==> src/design/iepd_pkg.sv <==
package iepd_pkg;
    localparam int          OPC_W           = 10;
    localparam int          PORT_W          = 4;
    localparam int          ACC_RST         = 0;
    localparam logic [9:0]  OPC_IRQ_ENABLE  = 10'h005;
    localparam logic [9:0]  OPC_READ_FIRST  = 10'h260;
    localparam logic [9:0]  OPC_READ_SECOND = 10'h261;
    localparam int          IRQ_DELAY_CYC   = 1;
    localparam logic [3:0]  PORT_RST        = 4'h0;
endpackage : iepd_pkg

==> src/design/iepd_decoder.sv <==
`timescale 1ns/1ps
// Overview of operation
// - Enable-interrupt opcode 0x005 sets the global enable flag.
// - Interrupts become acceptable one cycle after the enable flag is set, two cycles after that instruction.
// - Arming instruction makes a power-down instruction valid only if it is the next valid instruction.
// - Opcode 0x260 loads the accumulator from the first port.
// - Second port-read opcode loads the accumulator from second port.
module iepd_decoder
    import iepd_pkg::*;
#(
    parameter logic [9:0] OPC_PD_ARM = 10'h29d,
    parameter logic [9:0] OPC_PD_A   = 10'h008,
    parameter logic [9:0] OPC_PD_B   = 10'h002
) (
    input  wire logic              clock,
    input  wire logic              rst_b,
    input  wire logic              clk_en,
    input  wire logic              instr_valid,
    input  wire logic [OPC_W-1:0]  instr_code,
    input  wire logic [PORT_W-1:0] first_input_port,
    input  wire logic [PORT_W-1:0] second_input_port,
    output logic      [PORT_W-1:0] acc_q,
    output logic                   acc_load_q,
    output logic                   global_irq_enable_flag_q,
    output logic                   irq_accept_q,
    output logic                   powerdown_armed_q,
    output logic                   powerdown_a_q,
    output logic                   powerdown_b_q
);
    // Pin synchronisers: three stages, value taken when stages 2 and 3 agree
    logic [PORT_W-1:0] p0_s1_q, p0_s2_q, p0_s3_q, p0_val_q, p0_val_d;
    logic [PORT_W-1:0] p1_s1_q, p1_s2_q, p1_s3_q, p1_val_q, p1_val_d;

    always_comb begin
        p0_val_d = (p0_s2_q == p0_s3_q) ? p0_s3_q : p0_val_q;
        p1_val_d = (p1_s2_q == p1_s3_q) ? p1_s3_q : p1_val_q;
    end

    always_ff @(posedge clock) begin
        if (!rst_b) begin
            p0_s1_q  <= PORT_RST;
            p0_s2_q  <= PORT_RST;
            p0_s3_q  <= PORT_RST;
            p0_val_q <= PORT_RST;
            p1_s1_q  <= PORT_RST;
            p1_s2_q  <= PORT_RST;
            p1_s3_q  <= PORT_RST;
            p1_val_q <= PORT_RST;
        end else if (clk_en) begin
            p0_s1_q  <= first_input_port;
            p0_s2_q  <= p0_s1_q;
            p0_s3_q  <= p0_s2_q;
            p0_val_q <= p0_val_d;
            p1_s1_q  <= second_input_port;
            p1_s2_q  <= p1_s1_q;
            p1_s3_q  <= p1_s2_q;
            p1_val_q <= p1_val_d;
        end
    end

    // Instruction decode and execute
    logic              is_ie, is_rd0, is_rd1, is_arm, is_pda, is_pdb;
    logic [PORT_W-1:0] acc_d;
    logic              acc_load_d, ie_d, accept_d, armed_d, pda_d, pdb_d;

    // Opcode match, qualified by the valid strobe
    function automatic logic opc_hit(
        input logic             valid,
        input logic [OPC_W-1:0] code,
        input logic [OPC_W-1:0] opc
    );
        return valid && (code == opc);
    endfunction : opc_hit

    always_comb begin
        is_ie  = opc_hit(instr_valid, instr_code, OPC_IRQ_ENABLE);
        is_rd0 = opc_hit(instr_valid, instr_code, OPC_READ_FIRST);
        is_rd1 = opc_hit(instr_valid, instr_code, OPC_READ_SECOND);
        is_arm = opc_hit(instr_valid, instr_code, OPC_PD_ARM);
        is_pda = opc_hit(instr_valid, instr_code, OPC_PD_A);
        is_pdb = opc_hit(instr_valid, instr_code, OPC_PD_B);
        acc_d      = acc_q;
        acc_load_d = 1'b0;
        if (is_rd0) begin
            acc_d      = p0_val_q;
            acc_load_d = 1'b1;
        end else if (is_rd1) begin
            acc_d      = p1_val_q;
            acc_load_d = 1'b1;
        end
        ie_d     = global_irq_enable_flag_q | is_ie;
        accept_d = global_irq_enable_flag_q;
        armed_d  = instr_valid ? is_arm : powerdown_armed_q;
        pda_d    = is_pda && powerdown_armed_q;
        pdb_d    = is_pdb && powerdown_armed_q;
    end

    always_ff @(posedge clock) begin
        if (!rst_b) begin
            acc_q                    <= PORT_RST;
            acc_load_q               <= 1'b0;
            global_irq_enable_flag_q <= 1'b0;
            irq_accept_q             <= 1'b0;
            powerdown_armed_q        <= 1'b0;
            powerdown_a_q            <= 1'b0;
            powerdown_b_q            <= 1'b0;
        end else if (clk_en) begin
            acc_q                    <= acc_d;
            acc_load_q               <= acc_load_d;
            global_irq_enable_flag_q <= ie_d;
            irq_accept_q             <= accept_d;
            powerdown_armed_q        <= armed_d;
            powerdown_a_q            <= pda_d;
            powerdown_b_q            <= pdb_d;
        end
    end

    // Checks
    property p_ie_sets;
        @(posedge clock) disable iff (!rst_b)
        (clk_en && is_ie) |=> global_irq_enable_flag_q;
    endproperty
    a_ie_sets: assert property (p_ie_sets)
        else $error("Enable flag not set after enable instruction");

    property p_accept_delay;
        @(posedge clock) disable iff (!rst_b)
        (clk_en && is_ie && !global_irq_enable_flag_q)
            |=> global_irq_enable_flag_q && !irq_accept_q;
    endproperty
    a_accept_delay: assert property (p_accept_delay)
        else $error("Interrupt acceptance not delayed by one cycle");

    property p_pd_valid;
        @(posedge clock) disable iff (!rst_b)
        (clk_en && powerdown_armed_q && is_pda) |=> powerdown_a_q;
    endproperty
    a_pd_valid: assert property (p_pd_valid)
        else $error("Armed power-down instruction not issued");

    property p_rd0;
        @(posedge clock) disable iff (!rst_b)
        (clk_en && is_rd0) |=> (acc_q == $past(p0_val_q)) && acc_load_q;
    endproperty
    a_rd0: assert property (p_rd0)
        else $error("Accumulator not loaded from first port");

    property p_rd1;
        @(posedge clock) disable iff (!rst_b)
        (clk_en && is_rd1) |=> (acc_q == $past(p1_val_q)) && acc_load_q;
    endproperty
    a_rd1: assert property (p_rd1)
        else $error("Accumulator not loaded from second port");

    property p_pd_nop;
        @(posedge clock) disable iff (!rst_b)
        (clk_en && !powerdown_armed_q && (is_pda || is_pdb))
            |=> !powerdown_a_q && !powerdown_b_q;
    endproperty
    a_pd_nop: assert property (p_pd_nop)
        else $error("Unarmed power-down instruction took effect");

    property p_arm_clear;
        @(posedge clock) disable iff (!rst_b)
        (clk_en && instr_valid && !is_arm) |=> !powerdown_armed_q;
    endproperty
    a_arm_clear: assert property (p_arm_clear)
        else $error("Arming not cleared by other instruction");

    property p_arm_set;
        @(posedge clock) disable iff (!rst_b)
        (clk_en && is_arm) |=> powerdown_armed_q;
    endproperty
    a_arm_set: assert property (p_arm_set)
        else $error("Arming instruction did not arm");

    property p_accept_follow;
        @(posedge clock) disable iff (!rst_b)
        clk_en |=> (irq_accept_q == $past(global_irq_enable_flag_q));
    endproperty
    a_accept_follow: assert property (p_accept_follow)
        else $error("Acceptance does not follow the enable flag");

    property p_ie_hold;
        @(posedge clock) disable iff (!rst_b)
        global_irq_enable_flag_q |=> global_irq_enable_flag_q;
    endproperty
    a_ie_hold: assert property (p_ie_hold)
        else $error("Enable flag dropped without reset");

    property p_pdb_valid;
        @(posedge clock) disable iff (!rst_b)
        (clk_en && powerdown_armed_q && is_pdb) |=> powerdown_b_q;
    endproperty
    a_pdb_valid: assert property (p_pdb_valid)
        else $error("Armed second power-down instruction not issued");

    property p_pd_pulse;
        @(posedge clock) disable iff (!rst_b)
        (clk_en && !is_pda && !is_pdb)
            |=> !powerdown_a_q && !powerdown_b_q;
    endproperty
    a_pd_pulse: assert property (p_pd_pulse)
        else $error("Power-down pulse without power-down instruction");

    property p_acc_hold;
        @(posedge clock) disable iff (!rst_b)
        !(clk_en && (is_rd0 || is_rd1)) |=> $stable(acc_q);
    endproperty
    a_acc_hold: assert property (p_acc_hold)
        else $error("Accumulator changed without a port read");

    property p_acc_pulse;
        @(posedge clock) disable iff (!rst_b)
        (clk_en && !is_rd0 && !is_rd1) |=> !acc_load_q;
    endproperty
    a_acc_pulse: assert property (p_acc_pulse)
        else $error("Load pulse without a port read");

    property p_freeze_arm;
        @(posedge clock) disable iff (!rst_b)
        !clk_en |=> $stable(powerdown_armed_q);
    endproperty
    a_freeze_arm: assert property (p_freeze_arm)
        else $error("Arming state changed while frozen");

    c_ie: cover property (@(posedge clock) disable iff (!rst_b)
        is_ie && clk_en ##1 clk_en ##1 irq_accept_q);
    c_pd: cover property (@(posedge clock) disable iff (!rst_b)
        is_arm && clk_en ##1 is_pdb && clk_en ##1 powerdown_b_q);
    c_rd: cover property (@(posedge clock) disable iff (!rst_b)
        is_rd1 && clk_en ##1 acc_load_q);
    c_freeze: cover property (@(posedge clock) disable iff (!rst_b)
        !clk_en && powerdown_armed_q ##2 clk_en && is_pda ##1 powerdown_a_q);
endmodule : iepd_decoder

==> config.mk <==
export PLATFORM = sky130hd
export DESIGN_NAME = iepd_decoder
export DESIGN_NICKNAME = d
export VERILOG_FILES = /design/src/design/iepd_pkg.sv /design/src/design/iepd_decoder.sv
export SDC_FILE = /design/constraint.sdc
export NUM_CORES = 1
export LEC_CHECK = 0
export ABC_AREA = 1
export BUFFER_PORTS_ARGS = -buffer_cell sky130_fd_sc_hd__buf_2
export CAP_MARGIN = 20
export CELL_PAD_IN_SITES_DETAIL_PLACEMENT = 1
export CELL_PAD_IN_SITES_GLOBAL_PLACEMENT = 1
export CORE_MARGIN = 5
export CORE_UTILIZATION = 35
export CTS_CLUSTER_DIAMETER = 80
export DETAILED_ROUTE_END_ITERATION = 16
export GPL_ROUTABILITY_DRIVEN = 0
export GPL_TIMING_DRIVEN = 0
export MAX_ROUTING_LAYER = met4
export PLACE_DENSITY = 0.76
export SKIP_CTS_REPAIR_TIMING = 1
export SYNTH_ARGS = -nofsm -noshare
export SYNTH_HDL_FRONTEND = slang
export SYNTH_SLANG_ARGS = --single-unit
==> constraint.sdc <==
create_clock -name clock -period 1.1 [get_ports clock]
set_clock_uncertainty 0.1 [all_clocks]
set_input_delay 0.11 -clock clock [delete_from_list [all_inputs] [get_ports clock]]
set_output_delay 0.11 -clock clock [all_outputs]
set_load 0.02 [all_outputs]
==> metrics.yaml, run 1 <==
port_buffers: 31
relSlewSlack: 0.624
synth_area_leaders: "dfxtp_1 46%, nor2_1 12%, nand2_1 9.8%, inv_1 7.5%, o21ai_0 7.3%"
synth-edff-count: 0
post-route-period-util: 1.13
synth_seq_cells: 42
regArea_um2: 851
status: "finished, violations left"
multiInputGateArea_um2: 846
timing.setup.tns_ns: -0.783
rsz0062_at_grt: "yes"
final_core_util: 0.454
dieArea_um2: 6810
path_class: "reg -> reg"
clk_path_buf_depth: 2
leakage_nw: 1.07
dpl.cell_count: 376
cp_top_family: "simple AND/OR/NAND/NOR gates"
setup_viol: 8
hp-class: "in -> reg"
yosys_warnings: 0
grt_pass1_vias: 1798
drt_iter0_markers: 46
grt_util_met3: 0.0412
synth_fa_ha_area_frac: 0
cpMaxStageDelayCell: "dfxtp_2"
final_cells: 396
reg2reg_slack_ns: -0.14
ir_drop_mv: 0.794
crit_path_cell_trace: "inv_2, nand2_1, nand2_1, nor2_1, nand3_2, nand2_1, nand2_1, nor2_1"
postSynth.asyncResetShare: 0
routedWlPerCell_um: 12.1
hold_viol_final: 0
core_area_um2: 5110
rr_worst_depth: 8
clk_pin_slew_ns: 0.09
slew_violations: 0
antenna_left: 0
placed_area_um2: 2090
end_kind: "flip-flop"
crit_arrival_ns: 1.38
clock_sinks: 42
vias_per_cell: 4.60
postRouteWirelength_um: 4810
critPathMaxStageDelay_ns: 0.36
synth_top_family_by_area: "simple AND/OR/NAND/NOR gates"
critPathBufInv: 1
setup_ws_ns: -0.139
nets: 347
cap_violations: 0
cts.htree.levels: 2
synth_common_cells: "59 x nor2_1, 48 x nand2_1, 42 x dfxtp_1"
syn-num-nets: 297
grt_max_degree: 15
startpoint_type: "flip-flop"
clock_latency_ns: 0.30
hold-path-cell-count: 3
cts_made_buffers: 5
syn2layout_area_growth_pct: 26.1
syn_area_per_cell_um2: 6.69
pin_count: 32
grt_overflow: 0
fmax_mhz: 807
met2_usage: 0.280
required_ns: 1.24
hold_start: "rst_b"
antenna_found_initial: 0
path_common_cell: "nand2_1"
synth_top_area_share: 0.457
critPathMaxFanout: 8
synth_compound_area_frac: 0.136
grt_pass1_wl_um: 8030
synth_top_area_cell: "dfxtp_1"
r2r-end: "p1_val_q[1]"
drc: 0
die_width_um: 82.5
hold_ws_ns: 0.00605
die_h_um: 82.5
clock-root-buffer: "clkbuf_8"
rows: 26
period_needed_ns: 1.24
worst_pin_slew_ns: 0.563
tritoncts: "done"
grt_use_met1: 0.179
dr_total_vias: 1823
initial_core_util: 0.360
netlist_instances: 275
drive_above_1_share: 0.221
violations: "negative setup slack"
fillers: 678
syn_area_um2: 1840
powerDensity_nw_per_um2: 1350
dr.pass1.iters: 4
ys_seq_area_frac: 0.457
synth-simple-area-share: 0.305
whs_endpoint: "p1_s3_q[1]"
synth_cell_types: 19
final_area_um2: 2320
grtUsageTotal: 0.160
synth_most_common_cell: "nor2_1"
antenna_cells: 0
dp_hpwl_um: 3470
ys.flop_type: "dfxtp_1"
grt_busiest_layer: "met2"
synth_xor_area_frac: 0.00476
synth.area.mux_share: 0
r2r_start: "p1_s2_q[2]"
flip-flops by register name (all words and copies together) (netlist names), 4 cells and up:
name,cells
acc_q,4
p1_s3_q,4
p1_val_q,4
p0_s3_q,4
p1_s1_q,4
p0_s2_q,4
p1_s2_q,4
p0_s1_q,4
p0_val_q,4
worst max path at each step:
| stage | to | slack (ns) | cells after the start | startpoint |
|---|---|---|---|---|
| detailed placement | p1_s2_q[2] | -0.31 | 5 | clk_en |
| global placement | p0_s3_q[1] | -0.21 | 5 | clk_en |
| floorplan | p0_val_q[0] | 0.01 | 5 | p0_s3_q[2] |
| finish | p1_val_q[1] | -0.14 | 8 | p1_s2_q[2] |
| global route | p1_val_q[2] | -0.30 | 8 | p1_s2_q[2] |
| CTS | p1_val_q[1] | -0.21 | 8 | p1_s2_q[2] |
kinds of logic (layout without fill, tap and decap cells):
group / after synthesis / in the layout
buffers and inverters: 48 / 99
and+or+nand+nor: 134 / 134
xor gates and xnor gates: 1 / 1
DFF: 42 / 42
AOI/OAI and AO/OA: 50 / 50
through the flow:
| step | power (mW) | setup slack, ns |
|---|---|---|
| 6_report | 3.14 | -0.139 |
| 3_3_place_gp | 2.07 | -0.208 |
| 3_5_place_dp | 2.09 | -0.310 |
| 4_1_cts | 3.10 | -0.208 |
| 2_1_floorplan | 1.95 | 0.0150 |
| 5_1_grt | 3.31 | -0.302 |
power breakdown:
group	internal, mW	leakage, nW	switching, mW
combinational	0.185	0.677	0.268
sequential	1.61	0.348	0.0561
clock	0.446	0.0441	0.568
worst min-delay path: stages:
cell	delay, ns
buf_2	0.14
o21ai_0	0.08
a21oi_1	0.04
final cells by class:
type	instances	area share
Tap cell	70	0.0377
Inverter	40	0.0647
Buffer	8	0.0135
Clock inverter	3	0.00916
Multi-Input combinational cell	185	0.364
Clock buffer	5	0.0296
Sequential cell	42	0.367
Timing Repair Buffer	43	0.114
per-layer routing:
metal / vias up / part of all wire
met3: 6 / 0.046
met2: 28 / 0.49
li1: 958 / -
met1: 831 / 0.45
met5: - / 0
met4: 0 / 0.013
placed cells by master, fill, tap and decap left out, drive strengths merged:
cell,Yosys,layout
xor2,1,1
clkinv,2,4
nand4,1,1
dfxtp,42,42
dlygate4sd3,0,8
inv,38,38
nand2,48,48
clkinvlp,0,1
nor2,61,61
clkbuf,8,13
nand3,18,18
buf,0,35
and2,1,1
nand3b,1,1
a21oi,21,21
o21ai,29,29
nor3,4,4
Note: power is estimated with default switching activity, not from simulation.
==> run 2: changes to the inputs <==
- CELL_PAD_IN_SITES_DETAIL_PLACEMENT: 1 -> 0
- HOLD_SLACK_MARGIN: unset -> 0.15
==> run 2 against run 1 <==
The flow finishes with violations (negative hold slack, negative setup slack). Fmax is 6.9% higher. Critical path depth shrank 1. Clock power grew 23%. Sequential share of layout area shrank 1.2 points. Die area is the same. Via count down 2.5%. Combinational power increased by 2%. Sequential power hardly changed. Cell count is 0.25% higher. Flip-flop and latch count stayed put. Critical path type unchanged. Largest power group unchanged. Highest routed layer unchanged.
==> metrics.yaml, run 2 (synthesis gave the netlist of run 1 again) <==
drive_above_1_share: 0.257  # +0.0360
fmax_mhz: 863  # +6.9%
clk_path_buf_depth: 2  # unchanged
dr_total_vias: 1778  # -2.5%
clock-root-buffer: "clkbuf_8"
routedWlPerCell_um: 10.6  # -12%
reg2reg_slack_ns: -0.06  # +0.08 ns
grtUsageTotal: 0.136  # -0.0244
violations: "negative hold slack, negative setup slack"
tritoncts: "done"
dr.pass1.iters: 4  # unchanged
cap_violations: 0  # unchanged
antenna_found_initial: 0  # unchanged
ir_drop_mv: 0.734  # -7.6%
final_common_cell: "nor2_1"
syn2layout_area_growth_pct: 31.2
grt_pass1_wl_um: 6950  # -13%
hp-class: "in -> reg"
powerDensity_nw_per_um2: 1400  # +3.5%
fillers: 539  # -21%
die_width_um: 82.5  # unchanged
dp_hpwl_um: 2990  # -14%
setup_viol: 8  # unchanged
dieArea_um2: 6810  # unchanged
place_ws_ns: -0.212  # +0.0974 ns
grt_overflow: 0  # unchanged
initial_core_util: 0.360  # unchanged
nets: 348  # +0.29%
hold_viol_final: 1  # +1
vias_per_cell: 4.48  # -2.7%
clock_latency_ns: 0.29  # about the same
layout_common_cells: "55 x nor2_1, 41 x nand2_1, 31 x buf_2"
port_buffers: 31  # unchanged
dpl.cell_count: 376  # unchanged
cts_made_buffers: 5  # unchanged
grt_max_degree: 15  # unchanged
final_cells: 397  # +0.25%
leakage_nw: 1.09  # +2.3%
die_h_um: 82.5  # unchanged
rsz0062_at_grt: "yes"
path_class: "reg -> reg"
setup_ws_ns: -0.0591  # +0.0799 ns
postRouteWirelength_um: 4220  # -12%
grt_pass1_vias: 1583  # -12%
relSlewSlack: 0.644  # +0.0200
drt_iter0_markers: 62  # +35%
required_ns: 1.23  # about the same
clk_pin_slew_ns: 0.09  # about the same
clock_sinks: 42  # unchanged
startpoint_type: "flip-flop"
finalPower_mw: 3.38  # +7.7%
hold_ws_ns: -0.00466  # -0.0107 ns
slew_violations: 0  # unchanged
post-route-period-util: 1.05  # -0.0727
period_needed_ns: 1.16  # -0.0799 ns
core_area_um2: 5110  # unchanged
status: "finished, violations left"
pin_count: 32  # unchanged
cts.htree.levels: 2  # unchanged
rows: 26  # unchanged
final_core_util: 0.473  # +0.0184
end_kind: "flip-flop"
antenna_left: 0  # unchanged
critPathMaxFanout: 5  # -3
antenna_cells: 0  # unchanged
worst_pin_slew_ns: 0.533  # -0.0301 ns
drc: 0  # unchanged
crit_arrival_ns: 1.29  # -0.09 ns
run 2: changes by cell type in the layout (fill, tap and decap cells not counted), sizes merged:
cell         before  now
clkinvlp          1    0
bufinv            0    1
dlygate4sd3       8   11
buf              35   33
inv              38   39
clkinv            4    3
run 2: per-stage QoR:
step / TNS [ns] / area, um^2
6_report: -0.324 / 2410
5_1_grt: -1.12 / 2410
4_1_cts: -0.987 / 2200
3_5_place_dp: -3.79 / 2090
3_3_place_gp: -3.94 / 2090
2_1_floorplan: 0 / 1840
run 2: metal layers:
layer | GRT usage | up-vias | wire length (um)
li1 | - | 963 | -
met1 | 0.170 | 771 | 2040
met2 | 0.216 | 39 | 1900
met3 | 0.0325 | 5 | 240
met4 | 0.0441 | 0 | 40
met5 | - | - | 0
run 2: path summary, 6_finish.rpt:
| path | start | depth (start not counted) | to |
|---|---|---|---|
| setup / recovery | p0_s2_q[0] | 7 | p0_val_q[2] |
| hold / removal | rst_b | 3 | p1_s3_q[1] |
| setup reg to reg | p0_s2_q[0] | 7 | p0_val_q[2] |
| hold reg to reg | acc_load_q | 2 | acc_load_q |
run 2: final cells by class:
cell class                 count  area [um^2]  share of cell area
inverter                      40          150              0.0622
multi-input combinational    185          896               0.371
timing repair buffer          44          280               0.116
buffer                         8         31.3              0.0130
sequential                    42          857               0.355
clock inverter                 3         43.8              0.0181
clock buffer                   5         68.8              0.0285
tap                           70         87.6              0.0363
run 2: power breakdown:
group	total [mW]	internal, mW	switching (mW)	leakage, nW
clock	1.24	0.681	0.562	0.0585
sequential	1.67	1.61	0.0574	0.350
combinational	0.463	0.194	0.270	0.686
total	3.38	2.49	0.889	1.09
run 2: critical path, cell delays in order, from the launching register on:
cell	delay (ns)
dfxtp_2	0.35
inv_2	0.05
nand2_2	0.06
nand3_2	0.09
nor2_4	0.15
and2_4	0.18
nor2_2	0.03
nor2_1	0.09
